--- config.mk ---
export PLATFORM = sky130hd
export DESIGN_NAME = ssbg_serial_status
export DESIGN_NICKNAME = d
export VERILOG_FILES = /design/src/hw/ssbg_pkg.sv /design/src/hw/ssbg_serial_status.sv
export VERILOG_INCLUDE_DIRS = /design/src /design/src/hw
export SDC_FILE = /design/constraint.sdc
export NUM_CORES = 1
export LEC_CHECK = 0
export ABC_AREA = 1
export BUFFER_PORTS_ARGS = -buffer_cell sky130_fd_sc_hd__buf_2
export CORE_UTILIZATION = 35
export DETAILED_ROUTE_END_ITERATION = 10
export GPL_ROUTABILITY_DRIVEN = 0
export SLEW_MARGIN = 40
export SYNTH_ARGS = -nofsm -noshare
export SYNTH_HDL_FRONTEND = slang
export SYNTH_SLANG_ARGS = --single-unit
--- constraint.sdc ---
create_clock -name sys_clk -period 3.9 [get_ports sys_clk]
set_clock_uncertainty 0.05 [all_clocks]
set_input_delay 0.975 -clock sys_clk [delete_from_list [all_inputs] [get_ports sys_clk]]
set_output_delay 0.975 -clock sys_clk [all_outputs]
set_load 0.01 [all_outputs]
--- src/hw/ssbg_map.svh ---
`ifndef SSBG_MAP_SVH
`define SSBG_MAP_SVH
`define SSBG_ADDR_STATUS 12'h000
`define SSBG_ADDR_DIVISOR 12'h004
`define SSBG_ADDR_CONTROL 12'h008
`define SSBG_ADDR_TXBUF 12'h00C
`define SSBG_ADDR_RXBUF 12'h010
`define SSBG_BIT_TXEMPTY 7
`define SSBG_BIT_RXFULL 6
`define SSBG_BIT_OVR 5
`define SSBG_BIT_FRM 4
`define SSBG_BIT_PAR 3
`define SSBG_BIT_TXDONE 2
`define SSBG_BIT_RXMP 1
`define SSBG_BIT_TXMP 0
`define SSBG_CTL_TXEN 0
`define SSBG_CTL_RXEN 1
`define SSBG_CTL_CKS_LO 2
`define SSBG_CTL_CKS_HI 3
`define SSBG_CTL_SYNC 4
`define SSBG_CTL_MP 5
`define SSBG_CTL_SKIP 6
`define SSBG_CTL_ENDIRQ 7
`define SSBG_RST_DIVISOR 8'hFF
`define SSBG_RST_CONTROL 8'h00
`define SSBG_ASYNC_BASE 12'h020
`define SSBG_SYNC_BASE 12'h004
`endif

--- src/hw/ssbg_pkg.sv ---
package ssbg_pkg;
  typedef struct packed {
    logic valid;
    logic [7:0] data;
    logic mpBit;
    logic frameErr;
    logic parityErr;
  } ssbg_rx_event_type;
  typedef struct packed {
    logic loaded;
    logic lastBit;
  } ssbg_tx_event_type;
endpackage

--- src/hw/ssbg_serial_status.sv ---
`include "ssbg_map.svh"
`timescale 1ns/1ps
`default_nettype none
module ssbg_serial_status (
  input wire logic sys_clk, // 40 MHz system clock
  input wire logic rstn, // async reset, active low
  input wire logic clkEn, // freezes all state when low
  input wire logic psel, // apb select
  input wire logic penable, // apb enable
  input wire logic pwrite, // apb direction
  input wire logic [11:0] paddr, // apb byte address
  input wire logic [31:0] pwdata, // apb write data
  output logic [31:0] prdata, // apb read data
  output logic pready, // apb ready
  output logic pslverr, // apb error on unmapped address
  input wire ssbg_pkg::ssbg_tx_event_type txEvent, // from transmit shifter
  input wire ssbg_pkg::ssbg_rx_event_type rxEvent, // from receive shifter
  output logic [7:0] txData, // tx holding buffer contents
  output logic txPending, // holding buffer awaits the shifter
  output logic txMpBit, // multiproc bit to append
  output logic txEnable, // transmit enable
  output logic rxEnable, // receive enable
  output logic syncMode, // clocked synchronous mode
  output logic bitTick, // one pulse per bit period
  output logic txEndIrq // transmit end request
);
  import ssbg_pkg::*;

  logic txEmpty_reg, rxFull_reg, ovr_reg, frm_reg, par_reg, txDone_reg;
  logic rxMp_reg, txMp_reg;
  logic [5:0] armed_reg;
  logic [7:0] divisor_reg;
  logic [7:0] control_reg;
  logic [7:0] txBuf_reg;
  logic [7:0] rxBuf_reg;
  logic [11:0] psCnt_reg;
  logic [7:0] divCnt_reg;

  // apb decode
  wire access = psel & penable;
  wire wrEn = access & pwrite;
  wire rdEn = access & ~pwrite;
  wire selStatus = paddr == `SSBG_ADDR_STATUS;
  wire selDivisor = paddr == `SSBG_ADDR_DIVISOR;
  wire selControl = paddr == `SSBG_ADDR_CONTROL;
  wire selTxBuf = paddr == `SSBG_ADDR_TXBUF;
  wire selRxBuf = paddr == `SSBG_ADDR_RXBUF;
  wire mapped = selStatus | selDivisor | selControl | selTxBuf | selRxBuf;
  wire wrStatus = wrEn & selStatus;
  wire rdStatus = rdEn & selStatus;
  wire wrTxBuf = wrEn & selTxBuf;
  wire rdRxBuf = rdEn & selRxBuf;

  assign pready = 1'b1;
  assign pslverr = access & ~mapped;

  // control fields
  assign txEnable = control_reg[`SSBG_CTL_TXEN];
  assign rxEnable = control_reg[`SSBG_CTL_RXEN];
  assign syncMode = control_reg[`SSBG_CTL_SYNC];
  wire [1:0] cks = {control_reg[`SSBG_CTL_CKS_HI], control_reg[`SSBG_CTL_CKS_LO]};
  wire mpMode = control_reg[`SSBG_CTL_MP];
  wire skipEn = control_reg[`SSBG_CTL_SKIP];
  wire endIrqEn = control_reg[`SSBG_CTL_ENDIRQ];

  wire [7:0] statusView = {txEmpty_reg, rxFull_reg, ovr_reg, frm_reg, par_reg, txDone_reg,
    rxMp_reg, txMp_reg};

  // clear only by writing zero after the flag was read as one
  wire [5:0] flagsNow = statusView[7:2];
  wire [5:0] wrZero = {6{wrStatus}} & ~pwdata[7:2] & armed_reg;
  wire [5:0] armed_next = rdStatus ? (armed_reg | flagsNow) :
    (wrStatus ? 6'h00 : armed_reg);

  // receive event qualification
  wire rxSeen = rxEvent.valid & rxEnable;
  wire skipChar = rxSeen & mpMode & skipEn & ~rxEvent.mpBit;
  wire rxAccept = rxSeen & ~skipChar;
  // a read of the holding buffer in the same cycle frees it for the new character
  wire rxFullHeld = rxFull_reg & ~rdRxBuf;
  wire rxOverrun = rxAccept & rxFullHeld;
  wire rxGood = rxAccept & ~rxFullHeld & ~rxEvent.frameErr & ~rxEvent.parityErr;
  wire skipEnd = rxSeen & mpMode & skipEn & rxEvent.mpBit;

  // status flag next values, set wins over clear
  wire txEmptySet = ~txEnable | txEvent.loaded;
  wire txEmptyClr = wrZero[5] | wrTxBuf;
  wire txEmpty_next = txEmptySet | (txEmpty_reg & ~txEmptyClr);
  wire rxFullClr = wrZero[4] | rdRxBuf;
  wire rxFull_next = rxGood | (rxFull_reg & ~rxFullClr);
  wire ovrClr = wrZero[3];
  wire ovr_next = rxOverrun | (ovr_reg & ~ovrClr);
  wire frmSet = rxAccept & rxEvent.frameErr;
  wire frmClr = wrZero[2];
  wire frm_next = frmSet | (frm_reg & ~frmClr);
  wire parSet = rxAccept & rxEvent.parityErr;
  wire parClr = wrZero[1];
  wire par_next = parSet | (par_reg & ~parClr);
  // last bit only counts as the end when nothing waits in the holding buffer
  wire txDoneSet = ~txEnable | (txEvent.lastBit & txEmpty_reg);
  wire txDoneClr = wrZero[0] | wrTxBuf;
  wire txDone_next = txDoneSet | (txDone_reg & ~txDoneClr);
  wire rxMp_next = rxSeen ? rxEvent.mpBit : rxMp_reg;
  wire txMp_next = wrStatus ? pwdata[`SSBG_BIT_TXMP] : txMp_reg;
  wire wrDivisor = wrEn & selDivisor;

  // skip enable is software-set and hardware-cleared
  wire [7:0] ctlWrite = wrEn & selControl ? pwdata[7:0] : control_reg;
  wire [7:0] control_next = skipEnd ?
    (ctlWrite & ~(8'h01 << `SSBG_CTL_SKIP)) : ctlWrite;

  // baud generator: prescale stage then divisor stage
  wire [11:0] psBase = syncMode ? `SSBG_SYNC_BASE : `SSBG_ASYNC_BASE;
  wire [11:0] psLen = psBase << {cks, 1'b0};
  wire psLast = psCnt_reg >= (psLen - 12'h001);
  wire divLast = divCnt_reg == 8'h00;
  wire [11:0] psCnt_next = psLast ? 12'h000 : psCnt_reg + 12'h001;
  wire [7:0] divCnt_next = ~psLast ? divCnt_reg :
    (divLast ? divisor_reg : divCnt_reg - 8'h01);
  wire tick_next = psLast & divLast;

  // read mux
  logic [7:0] rdByte;
  always_comb begin
    rdByte = 8'h00;
    if (selStatus) begin
      rdByte = statusView;
    end else if (selDivisor) begin
      rdByte = divisor_reg;
    end else if (selControl) begin
      rdByte = control_reg;
    end else if (selTxBuf) begin
      rdByte = txBuf_reg;
    end else if (selRxBuf) begin
      rdByte = rxBuf_reg;
    end
  end
  assign prdata = {24'h000000, rdByte};

  // status flags, one short process each
  always_ff @(posedge sys_clk or negedge rstn) begin
    if (!rstn) begin
      txEmpty_reg <= 1'b1;
    end else if (clkEn) begin
      txEmpty_reg <= txEmpty_next;
    end
  end

  always_ff @(posedge sys_clk or negedge rstn) begin
    if (!rstn) begin
      rxFull_reg <= 1'b0;
    end else if (clkEn) begin
      rxFull_reg <= rxFull_next;
    end
  end

  always_ff @(posedge sys_clk or negedge rstn) begin
    if (!rstn) begin
      ovr_reg <= 1'b0;
    end else if (clkEn) begin
      ovr_reg <= ovr_next;
    end
  end

  always_ff @(posedge sys_clk or negedge rstn) begin
    if (!rstn) begin
      frm_reg <= 1'b0;
    end else if (clkEn) begin
      frm_reg <= frm_next;
    end
  end

  always_ff @(posedge sys_clk or negedge rstn) begin
    if (!rstn) begin
      par_reg <= 1'b0;
    end else if (clkEn) begin
      par_reg <= par_next;
    end
  end

  always_ff @(posedge sys_clk or negedge rstn) begin
    if (!rstn) begin
      txDone_reg <= 1'b1;
    end else if (clkEn) begin
      txDone_reg <= txDone_next;
    end
  end

  always_ff @(posedge sys_clk or negedge rstn) begin
    if (!rstn) begin
      rxMp_reg <= 1'b0;
    end else if (clkEn) begin
      rxMp_reg <= rxMp_next;
    end
  end

  always_ff @(posedge sys_clk or negedge rstn) begin
    if (!rstn) begin
      txMp_reg <= 1'b0;
    end else if (clkEn) begin
      txMp_reg <= txMp_next;
    end
  end

  // arms hold which flags were seen as one by any status read since the last status write
  always_ff @(posedge sys_clk or negedge rstn) begin
    if (!rstn) begin
      armed_reg <= 6'h00;
    end else if (clkEn) begin
      armed_reg <= armed_next;
    end
  end

  always_ff @(posedge sys_clk or negedge rstn) begin
    if (!rstn) begin
      divisor_reg <= `SSBG_RST_DIVISOR;
    end else if (clkEn & wrDivisor) begin
      divisor_reg <= pwdata[7:0];
    end
  end

  always_ff @(posedge sys_clk or negedge rstn) begin
    if (!rstn) begin
      control_reg <= `SSBG_RST_CONTROL;
    end else if (clkEn) begin
      control_reg <= control_next;
    end
  end

  always_ff @(posedge sys_clk or negedge rstn) begin
    if (!rstn) begin
      txBuf_reg <= 8'h00;
    end else if (clkEn & wrTxBuf) begin
      txBuf_reg <= pwdata[7:0];
    end
  end

  // only good characters reach the holding buffer
  always_ff @(posedge sys_clk or negedge rstn) begin
    if (!rstn) begin
      rxBuf_reg <= 8'h00;
    end else if (clkEn & rxGood) begin
      rxBuf_reg <= rxEvent.data;
    end
  end

  // prescale stage; a shorter new length ends the current count at once
  always_ff @(posedge sys_clk or negedge rstn) begin
    if (!rstn) begin
      psCnt_reg <= 12'h000;
    end else if (clkEn) begin
      psCnt_reg <= psCnt_next;
    end
  end

  // divisor stage; a new divisor only takes effect at the next reload
  always_ff @(posedge sys_clk or negedge rstn) begin
    if (!rstn) begin
      divCnt_reg <= `SSBG_RST_DIVISOR;
    end else if (clkEn) begin
      divCnt_reg <= divCnt_next;
    end
  end

  always_ff @(posedge sys_clk or negedge rstn) begin
    if (!rstn) begin
      bitTick <= 1'b0;
    end else if (clkEn) begin
      bitTick <= tick_next;
    end
  end

  assign txData = txBuf_reg;
  assign txPending = ~txEmpty_reg;
  assign txMpBit = txMp_reg;
  assign txEndIrq = txDone_reg & endIrqEn;
endmodule
`default_nettype wire

=== Word level (Yosys, flattened, before mapping) ===
Cells that the tools add are included.

* Bits in registers: 67
* Input port bits: 64
* Output and inout port bits: 49
* Word-level logic and storage cells: 117

* $add $sub $neg: 3
* Magnitude comparators: 1
* Equal/unequal tests: 4
* Shift-type cells: 1
* Mux-type cells: 12
* Bitwise logic cells: 70
* Reductions and logical operators: 9

{| class="wikitable"
|+ Operators by type and width
! operator !! count
|-
| 8-bit two-way mux || 7
|-
| 1-bit AND || 35
|-
| 12-bit by 4-bit equality test with 1-bit output, second input constant || 2
|-
| 6-bit two-way mux || 3
|-
| 1-bit inverter || 16
|-
| 1-bit bitwise OR || 15
|-
| 12-bit by 1-bit adder with 12-bit output, second input constant || 1
|-
| 6-bit AND || 2
|-
| 12-bit by 3-bit equality test with 1-bit output, second input constant || 1
|-
| 12-bit by 5-bit equality test with 1-bit output, second input constant || 1
|-
| 12-bit greater-or-equal comparator || 1
|-
| 12-bit zero test || 1
|-
| 12-bit two-way mux || 1
|-
| 6-bit by 3-bit left shift with 12-bit output || 1
|-
| 12-bit by 1-bit subtractor with 12-bit output, second input constant || 1
|-
| 2-bit AND reduction || 5
|-
| 8-bit zero test || 1
|-
| 8-bit by 1-bit subtractor with 8-bit output, second input constant || 1
|-
| 7-bit two-way mux || 1
|-
| 6-bit inverter || 1
|-
| 6-bit bitwise OR || 1
|-
| 2-bit nonzero test || 2
|}

=== Longest topological paths before layout ===
* Depth after elaboration: 10
* Gate-level depth with buffers: 13
* Gate-level depth less buffers: 13

=== Least setup slack after synthesis ===
Ideal clock, no wire load.

* Kind: input port to output port
* From: input paddr[11]
* To: output prdata[3]
* Arrival: 2.009 ns
* Required time: 2.875 ns
* Path slack: 0.866 ns
* Cell stages on the path: 9
* Path buffers: 1
* Cell sequence: nor2_1 -> nand2_2 -> nor2_8 -> nand2_2 -> buf_4 -> o21ai_1 -> inv_1 -> nand2_1 -> nand2_1

* Word-level cells in the longest chain between the ends: 6
* Elaborated cells between the ends (all ways): 10
* Classes of those cells: eq/ne (4); mux (5); reduce/logical (1)

{| class="wikitable"
|+ Ends and longest elaborated chain
! item !! line !! RTL
|-
| from (decl) || ssbg_serial_status.sv:11 || <nowiki>input wire logic [11:0] paddr,</nowiki>
|-
| 12-bit by 5-bit equality test with 1-bit output (no source line) || - ||
|-
| 8-bit two-way mux || ssbg_serial_status.sv:134 || <nowiki>end else if (selRxBuf) begin</nowiki>
|-
| 8-bit two-way mux || ssbg_serial_status.sv:132 || <nowiki>end else if (selTxBuf) begin</nowiki>
|-
| 8-bit two-way mux || ssbg_serial_status.sv:130 || <nowiki>end else if (selControl) begin</nowiki>
|-
| 8-bit two-way mux || ssbg_serial_status.sv:128 || <nowiki>end else if (selDivisor) begin</nowiki>
|-
| 8-bit two-way mux (*) || ssbg_serial_status.sv:126 || <nowiki>if (selStatus) begin</nowiki>
|-
| to (decl) || ssbg_serial_status.sv:13 || <nowiki>output logic [31:0] prdata,</nowiki>
|}

Mark *: on every way between the ends. The rest lies on a longest branch, timed or not.

=== Final worst setup path ===
* From: input paddr[11]
* To: output prdata[2]

The elaborated chain is that of the path after synthesis.

==> run metrics <==
status=completed; drt wl/cell=13.1 µm; Fillers=1282; Congestion Overflow GR=0; leak pwr=2.64 nW; routed length on met3=658 µm; Mapped Cells=593; number of H-tree levels=3; Slew @ Worst Pin=0.519 ns; vias in the first global route=3791; Max Clock Freq=285 MHz; multi-input logic area=0.00224 mm²; Die X=114 µm; reg2reg setup slack=1.10 ns; Finished Cell Area=0.00506 mm²; setup slack after placement=0.395 ns; WHS Path Cells=2; ant diodes=0; commonest non-fill, non-tap cell in the layout=nand2_1; Core ar.=0.0121 mm²; router iterations before antenna repair=4; storage element area=0.00170 mm²; Longest Clk Path Bufs=2; max reg flops=12; Synth Area in Compound Gates=0.0793; end-of-flow core utilization=0.418; fin crit period=3.51 ns; DRT iter0 DRCs=220; worst rel slew slack=0.654; largest net degree at the start of global routing=39; Layout Nets=733; Synth Area in Simple Gates=0.356; CP Data Required Time=2.87 ns; Synth Area in XOR/XNOR=0.0139; Total GRT Usage=0.184; largest family of logic cells by synthesized area=simple AND/OR/NAND/NOR gates; Synth cell types=40; Min-Delay Startpoint=divCnt_reg[4]$_DFFE_PN1P_; CP peak stage delay=0.33 ns; CTS tree=yes; uppermost layer routed=met4; Mapped Area=0.00440 mm²; Worst Path Arrival=2.49 ns; initial core utilization=0.363; Crit Path Max Fanout=17; CP Class=input port to primary output; Mapped Avg Cell Area=7.42 µm²; Routed Antenna Nets=0; mux cell area share after synthesis=0; area grow syn2layout=15.0%; Yosys reg bits=67; CTS-repair resized insts=0; placed cell area=0.00477 mm²; row cnt=40; RSZ-0062 raised after global routing=no; Remaining DRCs=0; critical-path cell list=buf_2 -> nor2_1 -> nand2_2 -> nor2_8 -> nand2_2 -> o21ai_0 -> inv_1 -> nand2_1 -> nand2_1 -> buf_2; aggregate routed wire length=10.8 mm; Vias=3868; Vias/cell=4.67; worst setup margin=0.390 ns; yosys warns=0; IO buf count=63; Post CTS Setup Buffer Count=0; startpoint types=input port; Clk pin slew, worst setup/hold paths=0.05 ns; final hold violation count=0; pwr dens=426 mW/mm²; Worst path slowest cell=nor2_8; final setup fails=0; Hold Path Class=register to register; dpl hpwl=8.31 mm; Hold-fix buffers, CTS=0; max-slew violations=0; CP endpoint kind=primary output; worst r2r src=control_reg[4]$_DFFE_PN0P_; ratio of cells with drive above 1 in the final layout=0.212; M1 WL=4.90 mm; initial antenna violation count=0; fin crit share=0.900; first-pass GRT wire length=18.4 mm; clk_lat worst skew=0.34 ns; CTS Root Cell=clkbuf_16; register area share after synthesis=0.386; routed wl met2=5.08 mm; I/O pins=113; most frequent cells in the layout=nand2_1 (176), nand3_1 (67), inv_1 (65); clock sinks=67; clock buffer count from CTS=9; Die H=114 µm; VDD IR-drop max=0.182 mV; die area=0.0130 mm²; Max Cap Violations=0; Post-Synth Adder-Cell Area=0.0370; worst reg2reg endpoint=psCnt_reg[9]$_DFFE_PN0P_; Worst Hold End=divCnt_reg[4]$_DFFE_PN1P_; setup_tns=0 ns; depth of the worst register-to-register path=13
[cells in the mapped netlist, drive strengths merged]
master,n,share of area
ha,13,0.037
conb,2,0.0017
nand2,187,0.17
o21a,3,0.0051
nand3,69,0.082
dfrtp,49,0.28
o21ai,41,0.047
nor3,10,0.023
o31ai,1,0.0028
clkbuf,1,0.00085
a21o,1,0.0017
xnor2,3,0.0060
a21oi,18,0.020
nor2,45,0.053
dfstp,18,0.11
nor3b,1,0.0028
inv,72,0.062
nand4,4,0.0091
o21bai,1,0.0017
buf,37,0.062
xor2,4,0.0080
or2,2,0.0028
clkinv,2,0.0017
nand3b,9,0.015
[worst max path at each step]
stage	start	end	slack (ns)
floorplan	paddr[11]	prdata[3]	0.87
global placement	paddr[11]	prdata[0]	0.42
detailed placement	paddr[11]	prdata[2]	0.40
CTS	paddr[11]	prdata[2]	0.39
global route	paddr[9]	prdata[5]	0.24
finish	paddr[11]	prdata[2]	0.39
[worst max-delay path: cells and delay by family]
family | cells | cell delay [ns]
and+or+nand+nor | 6 | 0.97
buffers and inverters | 3 | 0.29
AOI/OAI and AO/OA | 1 | 0.24
[stage by stage]
stage                     total power, mW  cells  hold WS [ns]
after CTS                            2.17    829         0.414
after global placement               1.33    813         0.399
after global routing                 2.29    829         0.434
final                                2.15    829         0.412
after detailed placement             1.34    813         0.406
after floorplan                      1.24    617         0.393
[cell families after synthesis]
kind of cell | count (synthesis)
xor gates and xnor gates | 7
buffers and inverters | 112
AOI/OAI and AO/OA | 65
adders and majority gates | 13
and+or+nand+nor | 327
other | 2
DFF | 67
[final cells by class]
type / count / share of cell area
Multi-Input combinational cell: 438 / 0.442
Sequential cell: 67 / 0.336
Timing Repair Buffer: 66 / 0.0672
Inverter: 74 / 0.0554
Clock buffer: 11 / 0.0460
Tap cell: 168 / 0.0415
Clock inverter: 5 / 0.0124
[metal layers]
| layer | vias to the layer above | track usage |
|---|---|---|
| met2 | 109 | 0.296 |
| met5 | - | 0 |
| met1 | 1780 | 0.236 |
| met4 | 0 | 0.0649 |
| met3 | 14 | 0.0508 |
| li1 | 1965 | - |
[report_power, final]
group	internal [mW]	switching, mW
logic	0.178	0.327
registers	0.772	0.0604
clock network	0.498	0.319
(Power assumes the default switching activity.)
